$ cat config.mk
export PLATFORM = sky130hd
export DESIGN_NAME = frcs_seq
export DESIGN_NICKNAME = d
export VERILOG_FILES = /design/src/verilog/frcs_fifo.v /design/src/verilog/frcs_seq.v
export VERILOG_INCLUDE_DIRS = /design/src /design/src/verilog
export SDC_FILE = /design/constraint.sdc
export NUM_CORES = 1
export LEC_CHECK = 0
export ABC_AREA = 1
export BUFFER_PORTS_ARGS = -buffer_cell sky130_fd_sc_hd__buf_2
export CAP_MARGIN = 40
export CORE_ASPECT_RATIO = 0.7
export CORE_UTILIZATION = 40
export CTS_CLUSTER_DIAMETER = 100
export DETAILED_ROUTE_END_ITERATION = 7
export PLACE_DENSITY_LB_ADDON = 0.08
export SYNTH_ARGS = -nofsm -noshare
export SYNTH_HDL_FRONTEND = slang
export SYNTH_HIERARCHICAL = 1
export SYNTH_SLANG_ARGS = --single-unit
$ cat constraint.sdc
create_clock -name mclk -period 3.85 [get_ports mclk]
set_clock_uncertainty 0.15 [all_clocks]
set_input_delay 0.385 -clock mclk [delete_from_list [all_inputs] [get_ports mclk]]
set_output_delay 0.385 -clock mclk [all_outputs]
set_load 0.01 [all_outputs]
$ cat src/verilog/frcs_map.vh
// Constants for the floppy read command sequencer.
// Assumes inclusion by bare name from the sequencer.
//
// Summary of operation
// - Skip flag passes over deleted sectors on read
// - Read deleted with skip touches only deleted
// - Skip clear reads every sector regardless of mark
// - Step pulses spaced 0.5 to 8 ms
// - Four status bytes held, first three read in result
// - Write gate timing shifts write enable lead
// - Seven result bytes returned in order; an invalid opcode returns one
// - Sector length is 128 shifted by size
// - Slot index is first sector, then increments
`ifndef FRCS_MAP_VH
`define FRCS_MAP_VH
// ----------------------------------------------------------------
// Opcodes and fields
// ----------------------------------------------------------------
`define FRCS_OP_MASK 8'h1F
`define FRCS_OP_READ 8'h06
`define FRCS_OP_READ_DEL 8'h0C
`define FRCS_BIT_MULTI 7
`define FRCS_BIT_DENS 6
`define FRCS_BIT_SKIP 5
`define FRCS_BIT_HEAD 2
`define FRCS_CMD_BYTES 4'h9
`define FRCS_RES_BYTES 3'h7
`define FRCS_SIZE_MAX 8'h07
`define FRCS_BASE_LEN 15'h0080
// ----------------------------------------------------------------
// Status bits
// ----------------------------------------------------------------
`define FRCS_SB0_ABNORMAL 8'h40
`define FRCS_SB0_INVALID 8'h80
`define FRCS_SB1_END_CYL 8'h80
`define FRCS_SB2_CTRL_MARK 8'h40
`define FRCS_SB3_TWO_SIDE 8'h08
// ----------------------------------------------------------------
// Timing
// ----------------------------------------------------------------
`define FRCS_CLK_MHZ 100
`define FRCS_STEP_UNIT_US 500
`define FRCS_STEP_UNIT_CYC (`FRCS_STEP_UNIT_US * `FRCS_CLK_MHZ)
`define FRCS_WG_UNIT_CYC 8'h64
`endif

$ cat src/verilog/frcs_fifo.v
// Synchronous FIFO for sector data between the drive and the system.
// Assumes one clock domain and both sides handshaking on valid/ready.
`timescale 1ns/1ps
module frcs_fifo #(
	parameter WIDTH = 8,
	parameter DEPTH = 8,
	parameter AW = 3
) (
	input wire mclk,
	input wire rst,
	input wire [WIDTH-1:0] in_data,
	input wire in_valid,
	output wire in_ready,
	output wire [WIDTH-1:0] out_data,
	output wire out_valid,
	input wire out_ready
);
	reg [WIDTH-1:0] mem_reg [0:DEPTH-1];
	reg [AW-1:0] wptr_reg;
	reg [AW-1:0] rptr_reg;
	reg [AW:0] count_reg;
	wire push;
	wire pop;
	// ----------------------------------------------------------------
	// Handshake
	// ----------------------------------------------------------------
	// Full and empty come from the count, so depth need not be a power of two
	assign in_ready = (count_reg != DEPTH[AW:0]);
	assign out_valid = (count_reg != {(AW+1){1'b0}});
	assign out_data = mem_reg[rptr_reg];
	assign push = in_valid && in_ready;
	assign pop = out_valid && out_ready;
	// Pointer and storage update
	always @(posedge mclk or posedge rst) begin
		if (rst) begin
			wptr_reg <= {AW{1'b0}};
			rptr_reg <= {AW{1'b0}};
			count_reg <= {(AW+1){1'b0}};
		end else begin
			if (push) begin
				wptr_reg <= (wptr_reg == DEPTH[AW-1:0] - 1'b1) ? {AW{1'b0}} : wptr_reg + 1'b1;
			end
			if (pop) begin
				rptr_reg <= (rptr_reg == DEPTH[AW-1:0] - 1'b1) ? {AW{1'b0}} : rptr_reg + 1'b1;
			end
			if (push && !pop) begin
				count_reg <= count_reg + 1'b1;
			end else if (pop && !push) begin
				count_reg <= count_reg - 1'b1;
			end
		end
	end
	// Data array carries no reset; its contents are qualified by the count
	always @(posedge mclk) begin
		if (push) begin
			mem_reg[wptr_reg] <= in_data;
		end
	end
endmodule // frcs_fifo

$ cat src/verilog/frcs_seq.v
// Command, execution and result sequencer for read data and read deleted data.
// Assumes the host port and drive sector stream are on mclk; step request
// and write request inputs come from pins and are synchronised here.
`timescale 1ns/1ps
`include "frcs_map.vh"
module frcs_seq #(
	parameter STEP_UNIT_CYC = `FRCS_STEP_UNIT_CYC,
	parameter FIFO_DEPTH = 8
) (
	input wire mclk,
	input wire rst,
	input wire [7:0] cmd_data,
	input wire cmd_wr,
	output reg cmd_ready,
	output reg [7:0] res_data,
	output reg res_valid,
	input wire res_rd,
	output reg busy,
	input wire [3:0] step_interval,
	input wire [3:0] write_gate_timing,
	input wire step_req,
	output reg step_pulse,
	input wire wr_req,
	output reg write_enable,
	input wire [7:0] sec_data,
	input wire sec_valid,
	input wire sec_start,
	input wire sec_deleted,
	input wire sec_last,
	input wire sec_error,
	output reg sec_ready,
	output reg [7:0] sys_data,
	output reg sys_valid,
	input wire sys_ready,
	output reg [7:0] req_sector,
	output reg [15:0] sector_length,
	output reg density_select,
	output reg head_select,
	output reg [1:0] drive_select,
	input wire drive_two_side,
	input wire drive_ready
);
	// ----------------------------------------------------------------
	// States
	// ----------------------------------------------------------------
	localparam S_CMD = 4'b0001;
	localparam S_EXEC = 4'b0010;
	localparam S_RES = 4'b0100;
	localparam S_IDLE = 4'b1000;
	reg [3:0] state_reg;
	reg [3:0] cnt_reg;
	reg [7:0] cmd_reg [0:8];
	reg [7:0] cyl_reg, head_reg, sec_reg, size_reg;
	reg [7:0] status_byte_zero, status_byte_one, status_byte_two, status_byte_three;
	reg skip_reg;
	reg want_del_reg;
	reg drop_reg;
	wire [7:0] op_byte;
	wire multi_track_flag;
	wire skip_deleted_flag;
	wire fifo_in_ready, fifo_out_valid;
	wire [7:0] fifo_out_data;
	wire fifo_push;
	assign op_byte = cmd_reg[0];
	assign multi_track_flag = op_byte[`FRCS_BIT_MULTI];
	assign skip_deleted_flag = op_byte[`FRCS_BIT_SKIP];
	// Decoding reused for the opcode check and the mark filter
	function is_del_cmd;
		input [7:0] b;
		begin
			is_del_cmd = ((b & `FRCS_OP_MASK) == `FRCS_OP_READ_DEL);
		end
	endfunction
	function is_rd_cmd;
		input [7:0] b;
		begin
			is_rd_cmd = ((b & `FRCS_OP_MASK) == `FRCS_OP_READ) || is_del_cmd(b);
		end
	endfunction
	// ----------------------------------------------------------------
	// Data path FIFO
	// ----------------------------------------------------------------
	// Dropped sectors still drain the drive stream but never reach the FIFO
	assign fifo_push = sec_valid && sec_ready && !drop_reg;
	frcs_fifo #(.WIDTH(8), .DEPTH(FIFO_DEPTH), .AW(3)) u_fifo (
		.mclk(mclk),
		.rst(rst),
		.in_data(sec_data),
		.in_valid(fifo_push),
		.in_ready(fifo_in_ready),
		.out_data(fifo_out_data),
		.out_valid(fifo_out_valid),
		.out_ready(sys_ready && sys_valid)
	);
	// Registered system side; the FIFO head is mirrored each cycle
	always @(posedge mclk or posedge rst) begin
		if (rst) begin
			sys_data <= 8'h00;
			sys_valid <= 1'b0;
			sec_ready <= 1'b0;
		end else begin
			sys_data <= fifo_out_data;
			sys_valid <= fifo_out_valid && !(sys_valid && sys_ready);
			// Ready rests one cycle after each byte so a full FIFO is seen in time
			sec_ready <= (state_reg == S_EXEC) && (fifo_in_ready || drop_reg) && !(sec_valid && sec_ready);
		end
	end
	// ----------------------------------------------------------------
	// Main sequencer
	// ----------------------------------------------------------------
	// With skip set, a mark that fails the filter drops the whole sector
	always @(posedge mclk or posedge rst) begin
		if (rst) begin
			state_reg <= S_IDLE;
			cnt_reg <= 4'h0;
			cmd_ready <= 1'b0;
			res_valid <= 1'b0;
			res_data <= 8'h00;
			busy <= 1'b0;
			cyl_reg <= 8'h00;
			head_reg <= 8'h00;
			sec_reg <= 8'h00;
			size_reg <= 8'h00;
			skip_reg <= 1'b0;
			want_del_reg <= 1'b0;
			drop_reg <= 1'b0;
			status_byte_zero <= 8'h00;
			status_byte_one <= 8'h00;
			status_byte_two <= 8'h00;
			status_byte_three <= 8'h00;
			req_sector <= 8'h00;
			sector_length <= 16'h0000;
			density_select <= 1'b0;
			head_select <= 1'b0;
			drive_select <= 2'b00;
		end else begin
			status_byte_three <= (drive_two_side ? `FRCS_SB3_TWO_SIDE : 8'h00) | {5'h00, head_select, drive_select};
			case (state_reg)
			S_IDLE: begin
				cmd_ready <= 1'b1;
				cnt_reg <= 4'h0;
				state_reg <= S_CMD;
			end
			S_CMD: begin
				if (cmd_wr && cmd_ready) begin
					cmd_reg[cnt_reg] <= cmd_data;
					if (cnt_reg == 4'h0 && !is_rd_cmd(cmd_data)) begin
						// Unknown opcode: one invalid status byte, no parameters
						status_byte_zero <= `FRCS_SB0_INVALID;
						cmd_ready <= 1'b0;
						cnt_reg <= 4'h6;
						res_valid <= 1'b0;
						state_reg <= S_RES;
					end else if (cnt_reg == `FRCS_CMD_BYTES - 4'h1) begin
						cmd_ready <= 1'b0;
						busy <= 1'b1;
						cnt_reg <= 4'h0;
						state_reg <= S_EXEC;
					end else begin
						cnt_reg <= cnt_reg + 4'h1;
					end
				end
			end
			S_EXEC: begin
				if (cnt_reg == 4'h0) begin
					// Latch parameters once the ninth byte is in
					head_select <= cmd_reg[1][`FRCS_BIT_HEAD];
					drive_select <= cmd_reg[1][1:0];
					cyl_reg <= cmd_reg[2];
					head_reg <= cmd_reg[3];
					sec_reg <= cmd_reg[4];
					req_sector <= cmd_reg[4];
					size_reg <= cmd_reg[5];
					sector_length <= {1'b0, `FRCS_BASE_LEN << cmd_reg[5][2:0]};
					density_select <= op_byte[`FRCS_BIT_DENS];
					skip_reg <= skip_deleted_flag;
					want_del_reg <= is_del_cmd(op_byte);
					status_byte_zero <= {5'h00, cmd_reg[1][2:0]};
					status_byte_one <= 8'h00;
					status_byte_two <= 8'h00;
					cnt_reg <= 4'h1;
					if (cmd_reg[5] > `FRCS_SIZE_MAX || !drive_ready) begin
						status_byte_zero <= `FRCS_SB0_ABNORMAL | {5'h00, cmd_reg[1][2:0]};
						cnt_reg <= 4'h0;
						state_reg <= S_RES;
					end
				end else begin
					if (sec_start) begin
						// Skip set: wrong mark dropped silently; skip clear: all read
						drop_reg <= skip_reg && (sec_deleted != want_del_reg);
						if (!skip_reg && (sec_deleted != want_del_reg)) begin
							status_byte_two <= status_byte_two | `FRCS_SB2_CTRL_MARK;
						end
					end
					if (sec_error) begin
						status_byte_zero <= status_byte_zero | `FRCS_SB0_ABNORMAL;
						state_reg <= S_RES;
						cnt_reg <= 4'h0;
					end else if (sec_last && sec_valid && sec_ready) begin
						drop_reg <= 1'b0;
						if (sec_reg == cmd_reg[6]) begin
							if (multi_track_flag && !head_reg[0]) begin
								head_reg <= 8'h01;
								head_select <= 1'b1;
								sec_reg <= 8'h01;
								req_sector <= 8'h01;
							end else begin
								status_byte_zero <= status_byte_zero | `FRCS_SB0_ABNORMAL;
								status_byte_one <= `FRCS_SB1_END_CYL;
								cyl_reg <= cyl_reg + 8'h01;
								sec_reg <= 8'h01;
								state_reg <= S_RES;
								cnt_reg <= 4'h0;
							end
						end else begin
							sec_reg <= sec_reg + 8'h01;
							req_sector <= sec_reg + 8'h01;
						end
					end
				end
			end
			S_RES: begin
				busy <= 1'b1;
				// Seven bytes; the invalid path enters at the last slot
				if (!res_valid || res_rd) begin
					if (res_valid && cnt_reg == {1'b0, `FRCS_RES_BYTES}) begin
						res_valid <= 1'b0;
						busy <= 1'b0;
						state_reg <= S_IDLE;
					end else begin
						res_valid <= 1'b1;
						cnt_reg <= (cnt_reg == 4'h6) ? {1'b0, `FRCS_RES_BYTES} : cnt_reg + 4'h1;
						case (cnt_reg)
						4'h0: res_data <= status_byte_zero;
						4'h1: res_data <= status_byte_one;
						4'h2: res_data <= status_byte_two;
						4'h3: res_data <= cyl_reg;
						4'h4: res_data <= head_reg;
						4'h5: res_data <= sec_reg;
						4'h6: res_data <= (status_byte_zero == `FRCS_SB0_INVALID) ? status_byte_zero : size_reg;
						default: res_data <= 8'h00;
						endcase
					end
				end
			end
			default: state_reg <= S_IDLE;
			endcase
		end
	end
	// ----------------------------------------------------------------
	// Step and write gate timing
	// ----------------------------------------------------------------
	// Three-stage synchronisers; a change counts when stages two and three agree
	reg [2:0] step_sync_reg, wr_sync_reg;
	reg step_lvl_reg, wr_lvl_reg;
	reg [16:0] unit_cnt_reg;
	reg unit_tick_reg;
	reg [4:0] step_gap_reg;
	reg [7:0] wg_cnt_reg;
	reg [3:0] wg_units_reg;
	always @(posedge mclk or posedge rst) begin
		if (rst) begin
			step_sync_reg <= 3'b000;
			wr_sync_reg <= 3'b000;
			step_lvl_reg <= 1'b0;
			wr_lvl_reg <= 1'b0;
			unit_cnt_reg <= 17'h00000;
			unit_tick_reg <= 1'b0;
			step_gap_reg <= 5'h00;
			step_pulse <= 1'b0;
			wg_cnt_reg <= 8'h00;
			wg_units_reg <= 4'h0;
			write_enable <= 1'b0;
		end else begin
			step_sync_reg <= {step_sync_reg[1:0], step_req};
			wr_sync_reg <= {wr_sync_reg[1:0], wr_req};
			if (step_sync_reg[1] == step_sync_reg[2]) step_lvl_reg <= step_sync_reg[2];
			if (wr_sync_reg[1] == wr_sync_reg[2]) wr_lvl_reg <= wr_sync_reg[2];
			// Half-millisecond enable, restarted at each pulse so every gap is whole units
			unit_tick_reg <= (unit_cnt_reg == STEP_UNIT_CYC - 1);
			unit_cnt_reg <= (unit_cnt_reg == STEP_UNIT_CYC - 1) ? 17'h00000 : unit_cnt_reg + 17'h00001;
			step_pulse <= 1'b0;
			if (step_lvl_reg && (step_gap_reg == 5'h00 || (step_gap_reg == 5'h01 && unit_tick_reg))) begin
				// Code 0 gives the longest 8 ms gap, code F the 0.5 ms one
				step_pulse <= 1'b1;
				step_gap_reg <= 5'h10 - {1'b0, step_interval};
				unit_cnt_reg <= 17'h00001; // Restart at one so the last tick meets the pulse edge
				unit_tick_reg <= 1'b0;
			end else if (step_gap_reg != 5'h00 && unit_tick_reg) begin
				step_gap_reg <= step_gap_reg - 5'h01;
			end
			// Pre-erase lead before write enable, in 1 us units
			if (!wr_lvl_reg) begin
				write_enable <= 1'b0;
				wg_cnt_reg <= 8'h00;
				wg_units_reg <= 4'h0;
			end else if (wg_units_reg >= write_gate_timing) begin
				write_enable <= 1'b1;
			end else if (wg_cnt_reg == `FRCS_WG_UNIT_CYC - 8'h01) begin
				wg_cnt_reg <= 8'h00;
				wg_units_reg <= wg_units_reg + 4'h1;
			end else begin
				wg_cnt_reg <= wg_cnt_reg + 8'h01;
			end
		end
	end
endmodule // frcs_seq

# After elaboration in Yosys (flattened, before gate mapping)
# Memory sizes are Yosys's and may differ from the RTL's. A register that Yosys moved wholly into a read port is not among the register bits.
# Cells that the tools add are included.
# totals
register_bits,162
ramBits,136
out_inout_bits,51
word_cells,279
memories,2
# classes
add_sub_neg,12
magnitude_cmp,2
n_eq_ne,45
shift,1
muxes,107
bitwise_logic,2
reduce_logical,69
# mem_list
memory,depth,width,read_ports,rd_ports_with_merged_regs,wr,line_no,rtl
cmd_reg,9,8,7,0,1,frcs_seq.v:52,reg [7:0] cmd_reg [0:8];
u_fifo.mem_reg,8,8,1,1,1,frcs_fifo.v:18,reg [WIDTH-1:0] mem_reg [0:DEPTH-1];
# ops
op,n
8-bit two-way mux,31
4-bit two-way mux,27
8-bit one-hot mux with 7 select lines,1
7-bit two-way mux,7
17-bit two-way mux,2
4-bit one-hot mux with 4 select lines,2
1-bit two-way mux,29
8-bit by 1-bit adder with 8-bit output (second input constant),3
1-bit logical AND,22
4-bit by 3-bit == test with 1-bit output (second input constant),5
2-bit nonzero test,10
2-bit inequality test (second input constant),9
17-bit by 1-bit adder with 17-bit output (second input constant),1
17-bit by 16-bit == test with 1-bit output (second input constant),1
8-bit one-hot mux with 2 select lines,1
4-bit AND reduction,4
8-bit by 3-bit left shift with 15-bit output (first input constant),1
4-bit by 1-bit adder with 4-bit output (second input constant),3
4-bit by 2-bit == test with 1-bit output (second input constant),3
3-bit AND reduction,4
1-bit zero test,11
5-bit by 4-bit == test with 1-bit output (second input constant),2
5-bit two-way mux,2
5-bit AND reduction,2
33 further kinds,55

# Longest topological paths before layout
# logic_depth
word_depth,8
ltp_mapped,13
mapped_depth_nobuf,13

# Cells and area by module
# The synthesis kept the hierarchy.
# modules_own_cells
mod,instances,cells_each,area_each_um2,seq_area_each_um2
frcs_seq,1,964,8763.4,4936.0
frcs_fifo,1,303,3298.2,2172.1

# Least setup slack after synthesis
# Ideal clock, no wire load.
# synth_timing
path_kind,input port to flip-flop
startpoint,input rst
endpoint,memory cmd_reg[0][0] (enable)
setup_ns,0.374
t_arrival_ns,4.496
t_required_ns,3.326
path_slack_ns,-1.169
path_stages,3
n_path_buf,0
path_cell_list,inv_1 -> nand3_1 -> nor2_1
# synth_between
elab_chain_cells,3
# synth_lines
element,line_no,rtl
"start, declared",frcs_seq.v:11,"input wire rst,"
1-bit zero test (no source line),n/a,
1-bit logical AND (not written as such),frcs_seq.v:146,cmd_reg[cnt_reg] <= cmd_data;
1-bit two-way mux (not written as such),frcs_seq.v:146,
"end, declared",frcs_seq.v:52,
# No other way between the ends.

# Final worst setup path
# layout_timing
startpoint,register state_reg[2]
endpoint,memory cmd_reg[1][0] (enable)
# layout_between
elab_chain_cells,4
# layout_lines
element,line_no,rtl
"start, declared",frcs_seq.v:50,reg [3:0] state_reg;
"start signal, assigned",frcs_seq.v:114,state_reg <= S_IDLE;
"start signal, assigned",frcs_seq.v:142,state_reg <= S_CMD;
"start signal, assigned",frcs_seq.v:153,state_reg <= S_RES;
4-bit by 1-bit == test with 1-bit output,frcs_seq.v:138,case (state_reg)
1-bit two-way mux,frcs_seq.v:138,
1-bit logical AND (not written as such),frcs_seq.v:146,
1-bit two-way mux (not written as such),frcs_seq.v:146,
# No other way between the ends.

==> flow_metrics.py <==
metrics = {
    "global_routing": {
        "grtUsageTotal": 0.193,
        "grt_overflow": 0,
        "grt_pass1_wl_microns": 45900,
        "grt_start_max_net_pins": 137,
        "grt_pass1_vias": 8012,
        "antenna_found_initial": 2,
    },
    "detailed_routing": {
        "drt-total-wl_microns": 29000,
        "vias_per_cell": 4.90,
        "drc": 0,
        "postRouteAntennaNets": 0,
        "drtIter0Drc": 651,
        "routed_wire_length_per_instance_microns": 16.3,
        "dr.pass1.iters": 5,
        "vias": 8701,
    },
    "pwr": {
        "power_mw": 9.08,
        "ir_worst_vdd_mv": 0.261,
        "pwr_density_cell_nw_per_um2": 652,
        "p_leak_nw": 6.37,
    },
    "floorplanning": {
        "die_x_microns": 210,
        "die_area_sq_um": 30900,
        "ioPinCount": 89,
        "rows": 52,
        "die_h_microns": 147,
        "core_area_sq_um": 29300,
        "start_util": 0.412,
    },
    "placed_design": {
        "gp_congestion": 0.876,
        "portBuffers": 79,
        "place_area_sq_um": 12800,
        "post-dp-hpwl_microns": 19800,
    },
    "logic_synthesis": {
        "yosysUniqueCellTypes": 51,
        "syn-cell-area_sq_um": 12100,
        "synth_edf_count": 115,
        "ys_async_sr_fraction": 0.559,
        "yosysSeqAreaShare": 0.589,
        "synth_flop_cell": "dfrtp_1",
        "synth_area_leaders": "dfrtp_1, edfxtp_1, nand2_1",
        "yosys.area.top_type": "dfrtp_1",
        "avgSynthCellArea_sq_um": 9.52,
        "ys_warn_count": 6,
        "synth_seq_cells": 261,
        "synth_top_area_share": 0.301,
        "synthCells": 1267,
    },
    "worst_setup_path": {
        "critPathMaxStageDelay_ns": 0.83,
        "crit_path_start_kind": "flop",
        "reg2reg_slack_ns": 1.16,
        "cp-end-kind": "flop",
        "ff2ff_path_depth": 5,
        "cp-startpoint": "state_reg[2]",
        "worst_ep_arrival_time_ns": 2.71,
        "r2r_start": "state_reg[2]",
        "crit_top_cell": "nand3_1",
        "worstPathRequired_ns": 3.88,
        "path_cells": "nor2_2 -> nand3_1 -> inv_1 -> nand3_1 -> nor4_1",
        "critical_path_class": "reg -> reg",
        "slowest_stage": "nor4_1",
        "cp_max_fo": 7,
        "setup.worst_path.end": "cmd_reg[1][0]",
        "worstReg2RegEnd": "cmd_reg[1][0]",
    },
    "finish": {
        "final_net_count": 1438,
        "largest_reg_flops": 64,
        "antenna_cells": 0,
        "final_layout_size_suffix_gt1_frac": 0.134,
        "final_area_sq_um": 13900,
        "syn_to_final_growth_pct": 15.4,
        "fillers": 2837,
    },
    "sta": {
        "setup_viol_count_final": 0,
        "finalHoldViolations": 2,
        "tns_ns": 0,
        "rsz0062_at_grt": "no",
        "period_share": 0.698,
        "max_freq_mhz": 372,
        "holdWs_ns": -0.00442,
        "relSlewSlack": 0.367,
        "period_needed_ns": 2.69,
        "drv_slew": 0,
        "worst_pin_slew_ns": 0.940,
    },
    "clock_network": {
        "cts_root_buf": "clkbuf_16",
        "clk_latency_ns": 0.56,
        "cts.sinks": 261,
        "hold_buffers": 17,
        "cts_htree_levels": 1,
        "clkSlewWorstSetupHoldPaths_ns": 0.07,
        "clockBufferDepth": 3,
        "cts_tree": "done",
        "numCtsBuffers": 28,
        "post_cts_resized": 0,
        "post_cts_buffers": 0,
    },
    "run_status": {
        "outcome": "finished with violations",
        "violations": "negative hold slack",
    },
    "worst_hold_path": {
        "hp-class": "in -> reg",
    },
    "flow_run": {
        "maxCapViolCount": 0,
    },
}
==> kinds of logic (layout without fill, tap and decap cells) <==
family,Yosys count,after routing,share of synthesized area
fa+ha+maj,26,26,0.0272
simple gates,630,630,0.224
flops,261,261,0.589
other cells,1,8,0.000311
xor+xnor,31,31,0.0231
buf+inv,165,289,0.0663
compound gates,153,153,0.0700
==> synth_stat cells, types with 6 or more instances <==
cell      instances
xor2_1           21
o21ai_1          28
buf_4            12
nand2_2          10
inv_1           118
buf_6            11
ha_1             23
nand2_1         382
nor2_1          101
a21oi_1          20
inv_2             7
nand3_1          61
o21ai_0          79
xnor2_1           9
nor2_2            7
edfxtp_1        115
dfrtp_1         145
clkbuf_1          6
nand4_1          21
nor3_1           25
==> where the power goes <==
part | total (mW) | switching [mW] | leakage (nW) | internal (mW)
combinational | 2.44 | 1.60 | 3.05 | 0.839
sequential | 3.74 | 0.389 | 2.84 | 3.36
clock | 2.89 | 1.15 | 0.479 | 1.74
==> through the flow <==
step | setup WS, ns | cells | utilization | hold slack (ns)
6_report | 1.16 | 1776 | 0.476 | -0.00442
5_1_grt | 1.02 | 1776 | 0.476 | 0.00982
4_1_cts | 1.22 | 1776 | 0.476 | 0.000292
3_5_place_dp | 1.23 | 1707 | 0.436 | 0.188
3_3_place_gp | 1.26 | 1701 | 0.434 | 0.184
2_1_floorplan | 0.140 | 1274 | - | 0.0752
==> critical path: cells and delay by family (launching register included) <==
| family | cells | cell delay (ns) |
|---|---|---|
| simple gates | 4 | 1.54 |
| flops | 1 | 0.41 |
| buf+inv | 1 | 0.21 |
==> routing by layer <==
| layer | vias to the layer above | track usage | wire length, microns |
|---|---|---|---|
| li1 | 4373 | - | - |
| met1 | 4091 | 0.320 | 15600 |
| met2 | 196 | 0.253 | 11100 |
| met3 | 39 | 0.0370 | 1710 |
| met4 | 2 | 0.0376 | 507 |
| met5 | - | 0 | 12 |
==> cell type report <==
cell class	instances	area [sq um]	area share
Multi-Input combinational cell	848	4180	0.300
Timing Repair Buffer	109	676	0.0485
Clock inverter	13	175	0.0126
Tap cell	378	473	0.0340
Clock buffer	39	813	0.0584
Inverter	128	498	0.0358
Sequential cell	261	7110	0.511
==> cells in the final DEF (no fill, tap or decap), types with 4 or more instances in the layout <==
master	instances
nand2_1	382
dfrtp_1	145
inv_1	117
edfxtp_1	115
nor2_1	101
o21ai_0	79
buf_2	79
nand3_1	61
clkbuf_16	29
o21ai_1	28
nor3_1	25
ha_1	23
nand4_1	21
xor2_1	21
a21oi_1	20
dlygate4sd3_1	17
buf_4	12
nand2_2	10
xnor2_1	9
conb_1	8
inv_2	7
nor2_2	7
nand3_2	5
o31ai_1	5
clkbuf_8	5
clkbuf_1	5
a31oi_1	4
o211ai_1	4
o22ai_1	4
clkinv_2	4
bufinv_16	4
==> worst min-delay path by stage <==
| stage | start | to | cells past startpoint |
|---|---|---|---|
| after floorplan | rst | u_fifo/count_reg[0] | 1 |
| after global placement | wr_sync_reg[0] | wr_sync_reg[1] | 0 |
| after detailed placement | step_sync_reg[0] | step_sync_reg[1] | 0 |
| after CTS | cmd_data[5] | cmd_reg[4][5] | 1 |
| after global routing | cmd_data[5] | cmd_reg[4][5] | 1 |
| final | cmd_data[5] | cmd_reg[4][5] | 1 |
No activity file was read; power rests on OpenSTA's default activity.
